File: src/inc/pes_pkg.sv
// constants, types and decode helpers shared by the port error status block
package pes_pkg;

    // register map
    localparam int          PES_AW            = 12;
    localparam int          PES_DW            = 32;
    localparam logic [11:0] PES_ERR_STAT_OFS  = 12'h058;
    localparam logic [11:0] PES_IRQ_STAT_OFS  = 12'h100;
    localparam logic [11:0] PES_IRQ_CLR_OFS   = 12'h104;
    localparam logic [11:0] PES_IRQ_EN_OFS    = 12'h108;

    // field positions of the error and status word
    localparam int PES_B_IDLE2_SUP  = 31;
    localparam int PES_B_IDLE2_EN   = 30;
    localparam int PES_B_IDLE_ACT   = 29;
    localparam int PES_B_FLOW_TX    = 27;
    localparam int PES_B_OR_ENC     = 20;
    localparam int PES_B_OR_RETRIED = 19;
    localparam int PES_B_OR_STOP    = 18;
    localparam int PES_B_OE_ENC     = 17;
    localparam int PES_B_OE_STOP    = 16;
    localparam int PES_B_IR_STOP    = 10;
    localparam int PES_B_IE_ENC     = 9;
    localparam int PES_B_IE_STOP    = 8;
    localparam int PES_B_PORT_ERR   = 2;
    localparam int PES_B_PORT_OK    = 1;
    localparam int PES_B_UNINIT     = 0;

    localparam logic [31:0] PES_DEFINED_MASK = 32'hE81F_0707;
    localparam logic        PES_RST_FLAG     = 1'b0;
    localparam logic        PES_RST_UNINIT   = 1'b1;

    // interrupt event layout
    localparam int PES_EV_OUT_RETRY = 0;
    localparam int PES_EV_OUT_ERR   = 1;
    localparam int PES_EV_IN_ERR    = 2;
    localparam int PES_EV_PORT_ERR  = 3;
    localparam int PES_EV_LINK_UP   = 4;
    localparam int PES_NEV          = 5;

    // ahb-lite encodings
    localparam logic [2:0] PES_HSIZE_WORD = 3'h2;
    localparam logic       PES_HRESP_OKAY = 1'b0;

    typedef enum logic [3:0] {
        PES_BUS_IDLE  = 4'h1,
        PES_BUS_WDATA = 4'h2,
        PES_BUS_RWAIT = 4'h4,
        PES_BUS_RDONE = 4'h8
    } pes_bus_st_t;

    typedef enum logic [2:0] {
        PES_LNK_OK    = 3'h1,
        PES_LNK_RETRY = 3'h2,
        PES_LNK_ERR   = 3'h4
    } pes_lnk_st_t;

    function automatic logic pes_hit(input logic [PES_AW-1:0] a, input logic [PES_AW-1:0] ofs);
        return a == ofs;
    endfunction

endpackage

File: src/inc/pes_regbus_if.sv
// register access strobes between the bus slave and the register modules
`timescale 1ns/10ps
interface pes_regbus_if;
    import pes_pkg::*;
    logic              wr_en;
    logic [PES_AW-1:0] addr;
    logic [PES_DW-1:0] wdata;
    logic [PES_DW-1:0] rdata_csr;
    logic [PES_DW-1:0] rdata_irq;

    modport bus (output wr_en, output addr, output wdata, input rdata_csr, input rdata_irq);
    modport csr (input wr_en, input addr, input wdata, output rdata_csr);
    modport irq (input wr_en, input addr, input wdata, output rdata_irq);
endinterface

File: src/rtl/pes_ahb_slave.sv
// ahb-lite slave turning transfers into register strobes
`timescale 1ns/10ps
module pes_ahb_slave
    import pes_pkg::*;
(
    // clock and reset
    input  wire logic              clk_sys,
    input  wire logic              nrst,
    // ahb-lite
    input  wire logic              hsel,
    input  wire logic [PES_AW-1:0] haddr,
    input  wire logic [1:0]        htrans,
    input  wire logic              hwrite,
    input  wire logic [2:0]        hsize,
    input  wire logic              hready,
    input  wire logic [PES_DW-1:0] hwdata,
    output logic                   hreadyout,
    output logic                   hresp,
    output logic [PES_DW-1:0]      hrdata,
    // register side
    pes_regbus_if.bus              rb
);

    pes_bus_st_t       st_reg,    st_next;
    logic [PES_AW-1:0] addr_reg,  addr_next;
    logic [PES_DW-1:0] rdata_reg, rdata_next;
    logic              take;

    // htrans[1] marks NONSEQ or SEQ
    assign take = hsel & htrans[1] & hready;

    always_comb begin
        st_next    = st_reg;
        addr_next  = addr_reg;
        rdata_next = rdata_reg;
        case (st_reg)
            PES_BUS_RWAIT: begin
                rdata_next = rb.rdata_csr | rb.rdata_irq;
                st_next    = PES_BUS_RDONE;
            end
            PES_BUS_IDLE, PES_BUS_WDATA, PES_BUS_RDONE: begin
                st_next = PES_BUS_IDLE;
                if (take) begin
                    addr_next = haddr;
                    if (!hwrite)
                        st_next = PES_BUS_RWAIT;
                    else if (hsize == PES_HSIZE_WORD)
                        st_next = PES_BUS_WDATA;
                end
            end
            default: st_next = PES_BUS_IDLE;
        endcase
    end

    always_ff @(posedge clk_sys or negedge nrst) begin
        if (!nrst) begin
            st_reg    <= PES_BUS_IDLE;
            addr_reg  <= '0;
            rdata_reg <= '0;
        end else begin
            st_reg    <= st_next;
            addr_reg  <= addr_next;
            rdata_reg <= rdata_next;
        end
    end

    assign rb.wr_en  = (st_reg == PES_BUS_WDATA);
    assign rb.addr   = addr_reg;
    assign rb.wdata  = hwdata;
    assign hreadyout = (st_reg != PES_BUS_RWAIT);
    assign hresp     = PES_HRESP_OKAY;
    assign hrdata    = rdata_reg;

endmodule // pes_ahb_slave

File: src/rtl/pes_irq.sv
// sticky event status, enable and write-only clear with one level interrupt
`timescale 1ns/10ps
module pes_irq
    import pes_pkg::*;
(
    // clock and reset
    input  wire logic               clk_sys,
    input  wire logic               nrst,
    // registers
    pes_regbus_if.irq               rb,
    // events and interrupt
    input  wire logic [PES_NEV-1:0] events,
    output logic                    irq
);

    logic [PES_NEV-1:0] stat_reg, stat_next;
    logic [PES_NEV-1:0] en_reg,   en_next;
    logic [PES_NEV-1:0] clr;

    always_comb begin
        clr       = (rb.wr_en && pes_hit(rb.addr, PES_IRQ_CLR_OFS)) ? rb.wdata[PES_NEV-1:0] : '0;
        // a new event beats a clear in the same cycle
        stat_next = (stat_reg & ~clr) | events;
        en_next   = (rb.wr_en && pes_hit(rb.addr, PES_IRQ_EN_OFS)) ? rb.wdata[PES_NEV-1:0] : en_reg;
    end

    always_ff @(posedge clk_sys or negedge nrst) begin
        if (!nrst) begin
            stat_reg <= '0;
            en_reg   <= '0;
        end else begin
            stat_reg <= stat_next;
            en_reg   <= en_next;
        end
    end

    always_comb begin
        rb.rdata_irq = '0;
        if (pes_hit(rb.addr, PES_IRQ_STAT_OFS))
            rb.rdata_irq[PES_NEV-1:0] = stat_reg;
        else if (pes_hit(rb.addr, PES_IRQ_EN_OFS))
            rb.rdata_irq[PES_NEV-1:0] = en_reg;
    end

    assign irq = |(stat_reg & en_reg);

endmodule // pes_irq

File: src/rtl/pes_top.sv
// port error and status register with link recovery tracking
// Overview of operation
// - bit 31: fixed idle-2 support flag
// - bit 30: idle select, writable only when allowed
// - bit 29: idle sequence currently active
// - bit 27: fixed flow control mode
// - bit 20: sticky output retry, write-one clears
// - bit 19: last output response was retry
// - bit 18: output side retry-stopped
// - bit 17: sticky output error, write-one clears
// - bit 16: output error-stopped until link response
// - bit 10: input retry-stopped until restart symbol or input error
// - bit 9: sticky input error, write-one clears
// - bit 8: input error-stopped until link request
// - bit 2: sticky unrecoverable port error
// - bit 1 port ok, bit 0 uninitialized
//
// Local design decision: the AHB-Lite interface to the registers.
`timescale 1ns/10ps
module pes_top
    import pes_pkg::*;
#(
    parameter logic IDLE2_SUPPORT  = 1'b1,
    parameter logic RATE_ABOVE_5G5 = 1'b0,
    parameter logic IDLE2_EN_INIT  = 1'b1,
    parameter logic FLOW_TX        = 1'b0
) (
    // clock and reset
    input  wire logic              clk_sys,
    input  wire logic              nrst,
    // ahb-lite
    input  wire logic              hsel,
    input  wire logic [PES_AW-1:0] haddr,
    input  wire logic [1:0]        htrans,
    input  wire logic              hwrite,
    input  wire logic [2:0]        hsize,
    input  wire logic              hready,
    input  wire logic [PES_DW-1:0] hwdata,
    output logic                   hreadyout,
    output logic                   hresp,
    output logic [PES_DW-1:0]      hrdata,
    // received control symbols, one-cycle pulses
    input  wire logic              sym_pkt_retry,
    input  wire logic              sym_pkt_accepted,
    input  wire logic              sym_pkt_not_accepted,
    input  wire logic              sym_link_response,
    input  wire logic              sym_link_request,
    input  wire logic              sym_restart_retry,
    // physical layer events, one-cycle pulses
    input  wire logic              tx_restart_retry,
    input  wire logic              out_err_detect,
    input  wire logic              in_retry_issue,
    input  wire logic              in_err_detect,
    input  wire logic              fatal_err,
    // physical layer levels
    input  wire logic              port_init,
    input  wire logic              sym_error_free,
    input  wire logic              idle2_active,
    // status
    output logic                   idle2_en,
    output logic                   irq
);

    localparam logic IDLE_EN_WR_OK = IDLE2_SUPPORT & ~RATE_ABOVE_5G5;

    pes_regbus_if rb ();

    pes_lnk_st_t out_st_reg, out_st_next;
    pes_lnk_st_t in_st_reg,  in_st_next;
    logic idle2_en_reg,   idle2_en_next;
    logic idle_act_reg,   idle_act_next;
    logic or_enc_reg,     or_enc_next;
    logic or_retried_reg, or_retried_next;
    logic oe_enc_reg,     oe_enc_next;
    logic ie_enc_reg,     ie_enc_next;
    logic port_err_reg,   port_err_next;
    logic port_ok_reg,    port_ok_next;
    logic uninit_reg,     uninit_next;
    logic                 wr_hit;
    logic [PES_DW-1:0]    csr;
    logic [PES_NEV-1:0]   events;

    pes_ahb_slave u_bus (
        .clk_sys   (clk_sys),
        .nrst      (nrst),
        .hsel      (hsel),
        .haddr     (haddr),
        .htrans    (htrans),
        .hwrite    (hwrite),
        .hsize     (hsize),
        .hready    (hready),
        .hwdata    (hwdata),
        .hreadyout (hreadyout),
        .hresp     (hresp),
        .hrdata    (hrdata),
        .rb        (rb.bus)
    );

    pes_irq u_irq (
        .clk_sys (clk_sys),
        .nrst    (nrst),
        .rb      (rb.irq),
        .events  (events),
        .irq     (irq)
    );

    assign wr_hit = rb.wr_en & pes_hit(rb.addr, PES_ERR_STAT_OFS);

    // output side recovery: error outranks retry
    always_comb begin
        out_st_next = out_st_reg;
        case (out_st_reg)
            PES_LNK_OK:
                if (out_err_detect)
                    out_st_next = PES_LNK_ERR;
                else if (sym_pkt_retry)
                    out_st_next = PES_LNK_RETRY;
            PES_LNK_RETRY:
                if (out_err_detect)
                    out_st_next = PES_LNK_ERR;
                else if (tx_restart_retry)
                    out_st_next = PES_LNK_OK;
            PES_LNK_ERR:
                if (sym_link_response)
                    out_st_next = PES_LNK_OK;
            default: out_st_next = PES_LNK_OK;
        endcase
    end

    // input side recovery
    always_comb begin
        in_st_next = in_st_reg;
        case (in_st_reg)
            PES_LNK_OK:
                if (in_err_detect)
                    in_st_next = PES_LNK_ERR;
                else if (in_retry_issue)
                    in_st_next = PES_LNK_RETRY;
            PES_LNK_RETRY:
                if (in_err_detect)
                    in_st_next = PES_LNK_ERR;
                else if (sym_restart_retry)
                    in_st_next = PES_LNK_OK;
            PES_LNK_ERR:
                if (sym_link_request)
                    in_st_next = PES_LNK_OK;
            default: in_st_next = PES_LNK_OK;
        endcase
    end

    // flags: a set in the clearing cycle wins
    always_comb begin
        idle2_en_next = idle2_en_reg;
        if (IDLE_EN_WR_OK && wr_hit)
            idle2_en_next = rb.wdata[PES_B_IDLE2_EN];
        idle_act_next   = idle2_active;
        or_enc_next     = sym_pkt_retry | (or_enc_reg & ~(wr_hit & rb.wdata[PES_B_OR_ENC]));
        or_retried_next = sym_pkt_retry | (or_retried_reg & ~(sym_pkt_accepted | sym_pkt_not_accepted));
        oe_enc_next     = out_err_detect | (oe_enc_reg & ~(wr_hit & rb.wdata[PES_B_OE_ENC]));
        ie_enc_next     = in_err_detect | (ie_enc_reg & ~(wr_hit & rb.wdata[PES_B_IE_ENC]));
        port_err_next   = fatal_err | (port_err_reg & ~(wr_hit & rb.wdata[PES_B_PORT_ERR]));
        port_ok_next    = port_init & sym_error_free;
        uninit_next     = ~port_init;
    end

    always_ff @(posedge clk_sys or negedge nrst) begin
        if (!nrst) begin
            out_st_reg     <= PES_LNK_OK;
            in_st_reg      <= PES_LNK_OK;
            idle2_en_reg   <= IDLE2_EN_INIT;
            idle_act_reg   <= PES_RST_FLAG;
            or_enc_reg     <= PES_RST_FLAG;
            or_retried_reg <= PES_RST_FLAG;
            oe_enc_reg     <= PES_RST_FLAG;
            ie_enc_reg     <= PES_RST_FLAG;
            port_err_reg   <= PES_RST_FLAG;
            port_ok_reg    <= PES_RST_FLAG;
            uninit_reg     <= PES_RST_UNINIT;
        end else begin
            out_st_reg     <= out_st_next;
            in_st_reg      <= in_st_next;
            idle2_en_reg   <= idle2_en_next;
            idle_act_reg   <= idle_act_next;
            or_enc_reg     <= or_enc_next;
            or_retried_reg <= or_retried_next;
            oe_enc_reg     <= oe_enc_next;
            ie_enc_reg     <= ie_enc_next;
            port_err_reg   <= port_err_next;
            port_ok_reg    <= port_ok_next;
            uninit_reg     <= uninit_next;
        end
    end

    // read view; unlisted bits stay zero
    always_comb begin
        csr                   = '0;
        csr[PES_B_IDLE2_SUP]  = IDLE2_SUPPORT;
        csr[PES_B_IDLE2_EN]   = idle2_en_reg;
        csr[PES_B_IDLE_ACT]   = idle_act_reg;
        csr[PES_B_FLOW_TX]    = FLOW_TX;
        csr[PES_B_OR_ENC]     = or_enc_reg;
        csr[PES_B_OR_RETRIED] = or_retried_reg;
        csr[PES_B_OR_STOP]    = (out_st_reg == PES_LNK_RETRY);
        csr[PES_B_OE_ENC]     = oe_enc_reg;
        csr[PES_B_OE_STOP]    = (out_st_reg == PES_LNK_ERR);
        csr[PES_B_IR_STOP]    = (in_st_reg == PES_LNK_RETRY);
        csr[PES_B_IE_ENC]     = ie_enc_reg;
        csr[PES_B_IE_STOP]    = (in_st_reg == PES_LNK_ERR);
        csr[PES_B_PORT_ERR]   = port_err_reg;
        csr[PES_B_PORT_OK]    = port_ok_reg;
        csr[PES_B_UNINIT]     = uninit_reg;
    end

    assign rb.rdata_csr = pes_hit(rb.addr, PES_ERR_STAT_OFS) ? csr : '0;
    assign idle2_en     = idle2_en_reg;

    always_comb begin
        events                   = '0;
        events[PES_EV_OUT_RETRY] = sym_pkt_retry;
        events[PES_EV_OUT_ERR]   = out_err_detect;
        events[PES_EV_IN_ERR]    = in_err_detect;
        events[PES_EV_PORT_ERR]  = fatal_err;
        events[PES_EV_LINK_UP]   = port_ok_next & ~port_ok_reg;
    end

    idle_sup_a: assert property (@(posedge clk_sys) disable iff (!nrst)
        pes_hit(rb.addr, PES_ERR_STAT_OFS) |-> rb.rdata_csr[PES_B_IDLE2_SUP] == IDLE2_SUPPORT)
        else $error("idle-2 support bit changed");

    idle_en_a: assert property (@(posedge clk_sys) disable iff (!nrst)
        !(IDLE_EN_WR_OK && wr_hit) |=> $stable(csr[PES_B_IDLE2_EN])) else $error("read-only idle select moved");

    idle_act_a: assert property (@(posedge clk_sys) disable iff (!nrst)
        idle2_active |=> csr[PES_B_IDLE_ACT]) else $error("active idle not reported");

    flow_mode_a: assert property (@(posedge clk_sys) disable iff (!nrst)
        pes_hit(rb.addr, PES_ERR_STAT_OFS) |-> rb.rdata_csr[PES_B_FLOW_TX] == FLOW_TX)
        else $error("flow control mode wrong");

    or_enc_set_a: assert property (@(posedge clk_sys) disable iff (!nrst)
        sym_pkt_retry |=> csr[PES_B_OR_ENC] && csr[PES_B_OR_RETRIED]) else $error("output retry not flagged");

    or_retried_a: assert property (@(posedge clk_sys) disable iff (!nrst)
        (sym_pkt_accepted || sym_pkt_not_accepted) && !sym_pkt_retry |=> !csr[PES_B_OR_RETRIED])
        else $error("retried bit not cleared by response");

    or_stop_a: assert property (@(posedge clk_sys) disable iff (!nrst)
        csr[PES_B_OR_STOP] && tx_restart_retry && !out_err_detect |=> !csr[PES_B_OR_STOP])
        else $error("output retry-stopped did not end");

    oe_enc_hold_a: assert property (@(posedge clk_sys) disable iff (!nrst)
        csr[PES_B_OE_ENC] && !(wr_hit && rb.wdata[PES_B_OE_ENC]) |=> csr[PES_B_OE_ENC])
        else $error("output error flag lost");

    oe_stop_a: assert property (@(posedge clk_sys) disable iff (!nrst)
        out_err_detect ##1 !sym_link_response [*2] |-> csr[PES_B_OE_STOP]) else $error("output error-stopped left early");

    ir_stop_a: assert property (@(posedge clk_sys) disable iff (!nrst)
        csr[PES_B_IR_STOP] && !sym_restart_retry && !in_err_detect |=> csr[PES_B_IR_STOP])
        else $error("input retry-stopped left early");

    ie_enc_set_a: assert property (@(posedge clk_sys) disable iff (!nrst)
        in_err_detect |=> csr[PES_B_IE_ENC] && csr[PES_B_IE_STOP]) else $error("input error not flagged");

    ie_stop_a: assert property (@(posedge clk_sys) disable iff (!nrst)
        csr[PES_B_IE_STOP] && sym_link_request |=> !csr[PES_B_IE_STOP]) else $error("link request did not clear input");

    port_err_a: assert property (@(posedge clk_sys) disable iff (!nrst)
        fatal_err |=> csr[PES_B_PORT_ERR]) else $error("port error not flagged");

    port_ok_a: assert property (@(posedge clk_sys) disable iff (!nrst)
        csr[PES_B_PORT_OK] |-> !csr[PES_B_UNINIT] && $past(sym_error_free)) else $error("port ok while not ready");

    reserved_a: assert property (@(posedge clk_sys) disable iff (!nrst)
        (rb.rdata_csr & ~PES_DEFINED_MASK) == '0) else $error("reserved bit reads nonzero");

    idle_en_wr_a: assert property (@(posedge clk_sys) disable iff (!nrst)
        IDLE_EN_WR_OK && wr_hit |=> csr[PES_B_IDLE2_EN] == $past(rb.wdata[PES_B_IDLE2_EN]))
        else $error("idle select write lost");

    idle_act_clr_a: assert property (@(posedge clk_sys) disable iff (!nrst)
        !idle2_active |=> !csr[PES_B_IDLE_ACT])
        else $error("inactive idle still reported");

    or_enc_clr_a: assert property (@(posedge clk_sys) disable iff (!nrst)
        wr_hit && rb.wdata[PES_B_OR_ENC] && !sym_pkt_retry |=> !csr[PES_B_OR_ENC])
        else $error("output retry flag not cleared");

    or_enc_hold_a: assert property (@(posedge clk_sys) disable iff (!nrst)
        csr[PES_B_OR_ENC] && !(wr_hit && rb.wdata[PES_B_OR_ENC]) |=> csr[PES_B_OR_ENC])
        else $error("output retry flag lost");

    or_stop_set_a: assert property (@(posedge clk_sys) disable iff (!nrst)
        !csr[PES_B_OR_STOP] && !csr[PES_B_OE_STOP] && sym_pkt_retry && !out_err_detect |=> csr[PES_B_OR_STOP])
        else $error("output retry-stopped not entered");

    out_excl_a: assert property (@(posedge clk_sys) disable iff (!nrst)
        !(csr[PES_B_OR_STOP] && csr[PES_B_OE_STOP]))
        else $error("output stop bits both set");

    oe_enc_set_a: assert property (@(posedge clk_sys) disable iff (!nrst)
        out_err_detect |=> csr[PES_B_OE_ENC] && csr[PES_B_OE_STOP])
        else $error("output error not flagged");

    oe_enc_clr_a: assert property (@(posedge clk_sys) disable iff (!nrst)
        wr_hit && rb.wdata[PES_B_OE_ENC] && !out_err_detect |=> !csr[PES_B_OE_ENC])
        else $error("output error flag not cleared");

    oe_stop_hold_a: assert property (@(posedge clk_sys) disable iff (!nrst)
        csr[PES_B_OE_STOP] && !sym_link_response |=> csr[PES_B_OE_STOP])
        else $error("output error-stopped ended early");

    ir_stop_set_a: assert property (@(posedge clk_sys) disable iff (!nrst)
        !csr[PES_B_IR_STOP] && !csr[PES_B_IE_STOP] && in_retry_issue && !in_err_detect |=> csr[PES_B_IR_STOP])
        else $error("input retry-stopped not entered");

    in_excl_a: assert property (@(posedge clk_sys) disable iff (!nrst)
        !(csr[PES_B_IR_STOP] && csr[PES_B_IE_STOP]))
        else $error("input stop bits both set");

    ie_enc_clr_a: assert property (@(posedge clk_sys) disable iff (!nrst)
        wr_hit && rb.wdata[PES_B_IE_ENC] && !in_err_detect |=> !csr[PES_B_IE_ENC])
        else $error("input error flag not cleared");

    ie_enc_hold_a: assert property (@(posedge clk_sys) disable iff (!nrst)
        csr[PES_B_IE_ENC] && !(wr_hit && rb.wdata[PES_B_IE_ENC]) |=> csr[PES_B_IE_ENC])
        else $error("input error flag lost");

    ie_stop_hold_a: assert property (@(posedge clk_sys) disable iff (!nrst)
        csr[PES_B_IE_STOP] && !sym_link_request |=> csr[PES_B_IE_STOP])
        else $error("input error-stopped ended early");

    port_err_clr_a: assert property (@(posedge clk_sys) disable iff (!nrst)
        wr_hit && rb.wdata[PES_B_PORT_ERR] && !fatal_err |=> !csr[PES_B_PORT_ERR])
        else $error("port error not cleared");

    port_err_hold_a: assert property (@(posedge clk_sys) disable iff (!nrst)
        csr[PES_B_PORT_ERR] && !(wr_hit && rb.wdata[PES_B_PORT_ERR]) |=> csr[PES_B_PORT_ERR])
        else $error("port error flag lost");

    uninit_a: assert property (@(posedge clk_sys) disable iff (!nrst)
        !port_init |=> csr[PES_B_UNINIT] && !csr[PES_B_PORT_OK])
        else $error("uninitialized port not reported");

    port_ok_set_a: assert property (@(posedge clk_sys) disable iff (!nrst)
        port_init && sym_error_free |=> csr[PES_B_PORT_OK] && !csr[PES_B_UNINIT])
        else $error("ready port not reported ok");

endmodule // pes_top

File: config.mk
export PLATFORM = sky130hd
export DESIGN_NAME = pes_top
export DESIGN_NICKNAME = d
export VERILOG_FILES = /design/src/inc/pes_pkg.sv /design/src/inc/pes_regbus_if.sv /design/src/rtl/pes_ahb_slave.sv /design/src/rtl/pes_irq.sv /design/src/rtl/pes_top.sv
export SDC_FILE = /design/constraint.sdc
export NUM_CORES = 1
export LEC_CHECK = 0
export ABC_AREA = 1
export BUFFER_PORTS_ARGS = -buffer_cell sky130_fd_sc_hd__buf_2
export CAP_MARGIN = 20
export CORE_UTILIZATION = 50
export DETAILED_ROUTE_END_ITERATION = 8
export GPL_TIMING_DRIVEN = 1
export PLACE_DENSITY = 0.83
export SLEW_MARGIN = 25
export SYNTH_ARGS = -nofsm -noshare
export SYNTH_HDL_FRONTEND = slang
export SYNTH_SLANG_ARGS = --single-unit
File: constraint.sdc
create_clock -name clk_sys -period 2 [get_ports clk_sys]
set_clock_uncertainty 0.05 [all_clocks]
set_input_delay 0.3 -clock clk_sys [delete_from_list [all_inputs] [get_ports clk_sys]]
set_output_delay 0.3 -clock clk_sys [all_outputs]
set_load 0.05 [all_outputs]
==> impl_metrics.env <==
export IMPL_p_seq_share_pct=42.8
export IMPL_synth_ff_latch_count=57
export IMPL_period_share_pct=95.2
export IMPL_clockPowerShare_pct=38.0
export IMPL_tritoncts="yes"
export IMPL_dp_hpwl_um=4440
export IMPL_htreeDepth=3
export IMPL_clock_latency_ns=0.34
export IMPL_die_area_um2=6180
export IMPL_row_count=27
export IMPL_drc=0
export IMPL_syn_inst=332
export IMPL_grt_busiest_layer="met2"
export IMPL_overflow=0
export IMPL_rsz0062_at_grt="false"
export IMPL_gp_congestion=0.845
export IMPL_cts_root_buf="clkbuf_8"
export IMPL_firstDrtPassIters=4
export IMPL_area_growth_pct=17.8
export IMPL_start_util_pct=52.7
export IMPL_p_leak_nw=1.92
export IMPL_clockBufferDepth=2
export IMPL_hold_viol=0
export IMPL_detail_route_antenna_nets=0
export IMPL_clkSlewWorstSetupHoldPaths_ns=0.06
export IMPL_fin_nets=471
export IMPL_min_period_ns=1.90
export IMPL_antenna_found_initial=0
export IMPL_mostFrequentLayoutCells="nand2_1 (81), buf_2 (61), dfrtp_1 (52), inv_1 (42), nand3_1 (20)"
export IMPL_cap_violations=0
export IMPL_num_io_pins=104
export IMPL_setup_slack_ns=0.0954
export IMPL_vdd_drop_max_v=0.000592
export IMPL_synth_cell_types=31
export IMPL_grt_pass1_vias=2359
export IMPL_largest_register_ffs=16
export IMPL_port_buffers=62
export IMPL_clock_sinks=57
export IMPL_fin_area_um2=3460
export IMPL_synth_warnings=0
export IMPL_worst_setup_path_type="flop to output pin"
export IMPL_synth_xor_area_share_pct=0
export IMPL_p_sw_share_pct=30.3
export IMPL_grt_pass1_wl_um=10100
export IMPL_numCtsBuffers=9
export IMPL_critPathLaunchType="flop"
export IMPL_grt_use_met2_pct=36.5
export IMPL_drt_iter0_drc=126
export IMPL_fp_dieW_um=78.6
export IMPL_status="completed"
export IMPL_synthSimpleGateAreaFrac_pct=27.9
export IMPL_fmax_mhz=525
export IMPL_synthAdderAreaFrac_pct=0
export IMPL_syn_area_um2=2940
export IMPL_dp_slack_ns=0.337
export IMPL_grt_usage_pct=21.6
export IMPL_yosys_top_cells_area="dfrtp_1 (44%), nand2_1 (10%), inv_1 (5.4%)"
export IMPL_synth_top_area_share_pct=44.3
export IMPL_final_common_cell="nand2_1"
export IMPL_drt_wl_total_um=6010
export IMPL_synth_top_area_cell="dfrtp_1"
export IMPL_required_ns=1.65
export IMPL_placedCellCount=462
export IMPL_core_area_um2=5570
export IMPL_p_switching_w=0.000948
export IMPL_grtUsageMet1_pct=24.3
export IMPL_critPathMaxFanout=17
export IMPL_synth_compound_area_share_pct=9.97
export IMPL_worstSetupEndpointType="output pin"
export IMPL_cp_data_arrival_time_ns=1.55
export IMPL_finalSetupViolCount=0
export IMPL_hold_path_class="input port to flop"
export IMPL_grt_max_degree=23
export IMPL_vias=2414
export IMPL_fin_setup_tns_ns=0
export IMPL_synth_seq_area_share_pct=48.8
export IMPL_slew_violations=0
export IMPL_postCtsSetupBuffers=0
export IMPL_syn_avg_cell_area_um2=8.84
export IMPL_die_height_um=78.6
export IMPL_fillers=472
export IMPL_power_density_nw_per_um2=906
export IMPL_hold_slack_ns=0.0356
export IMPL_diodes=0
export IMPL_postPlaceCellArea_um2=3220
export IMPL_synthMuxAreaShare_pct=0
export IMPL_combPwrFrac_pct=19.2
export IMPL_via_per_inst=5.03
export IMPL_fin_cells=480
export IMPL_drt_wirelength_per_cell_um=12.5
export IMPL_p_int_w=0.00218
export IMPL_synth_top_family_by_area="simple AND/OR/NAND/NOR gates"
export IMPL_met3_usage_pct=6.98
export IMPL_drive_gt1_share_pct=34.6
## cell type report
| class | instances | area [um2] | area share (%) |
|---|---|---|---|
| Sequential cell | 57 | 1430 | 41.4 |
| Multi-Input combinational cell | 219 | 1180 | 34.0 |
| Timing Repair Buffer | 67 | 355 | 10.3 |
| Inverter | 49 | 184 | 5.32 |
| Clock buffer | 11 | 141 | 4.09 |
| Tap cell | 72 | 90.1 | 2.60 |
| Clock inverter | 5 | 78.8 | 2.28 |
## worst paths after layout
kind	cells after the start	slack (ns)	endpoint	startpoint
worst max-delay path	5	0.1	hreadyout	u_bus.st_reg[0]
worst min-delay path	2	0.04	uninit_reg	port_init
worst max register to register	5	0.33	u_bus.hrdata[8]	u_bus.rb.addr[2]
worst min register to register	2	0.42	oe_enc_reg	oe_enc_reg
max in group asynchronous	3	0.81	uninit_reg	nrst
min in group asynchronous	2	0.40	idle_act_reg	nrst
## logic make-up (layout without fill, tap and decap cells)
group | count (synthesis) | in the layout
buffers and inverters | 72 | 132
other | 1 | 17
AO/OA/AOI/OAI | 42 | 42
flip-flops | 57 | 57
AND/OR/NAND/NOR | 160 | 160
## power by group through the flow
stage	registers, W	clock network, W	logic, W
2_1_floorplan	0.00135	0	0.000471
3_3_place_gp	0.00135	0	0.000553
3_5_place_dp	0.00136	0	0.000586
4_1_cts	0.00134	0.00120	0.000595
5_1_grt	0.00135	0.00127	0.000671
6_report	0.00134	0.00119	0.000600
## cells in the mapped netlist
cell type,count
a21oi_1,1
a21oi_4,1
a221oi_1,1
buf_4,17
buf_6,4
buf_8,2
conb_1,1
dfrtp_1,52
dfstp_2,5
inv_1,42
inv_2,7
nand2_1,81
nand2_2,18
nand2_4,2
nand3_1,20
nand3_2,2
nand3_4,1
nand3b_1,1
nand4_1,12
nor2_1,11
nor2_2,4
nor2_4,1
nor2_8,3
nor3_1,2
nor4_1,1
o21ai_0,13
o21ai_1,6
o21ai_2,16
o22ai_1,2
o31ai_1,2
or2_2,1
## routing by layer
metal	routed length (um)	share of wire, %
met5	0	0
met4	125	2.1
met3	336	5.6
met2	3080	51
met1	2470	41
## what timing repair did
item | CTS | global route
resized for setup | 1 | 0
setup endpoints to repair | 1 | 0
endpoints found under the hold margin | 20 | 1
hold buffers | 1 | 1
## per-stage QoR
| stage | total power [W] | util [%] |
|---|---|---|
| 6_report | 0.00313 | 62.0 |
| 3_5_place_dp | 0.00195 | 57.7 |
| 5_1_grt | 0.00329 | 62.0 |
| 3_3_place_gp | 0.00191 | 57.7 |
| 2_1_floorplan | 0.00182 | - |
| 4_1_cts | 0.00314 | 61.9 |
## critical path, stage by stage, from the launching register on
cell and delay, ns:
dfstp_2 0.53, inv_2 0.05, nand2_4 0.09, nor2_2 0.05, inv_2 0.23, buf_4 0.26
Note: power is estimated with default switching activity, not from simulation.
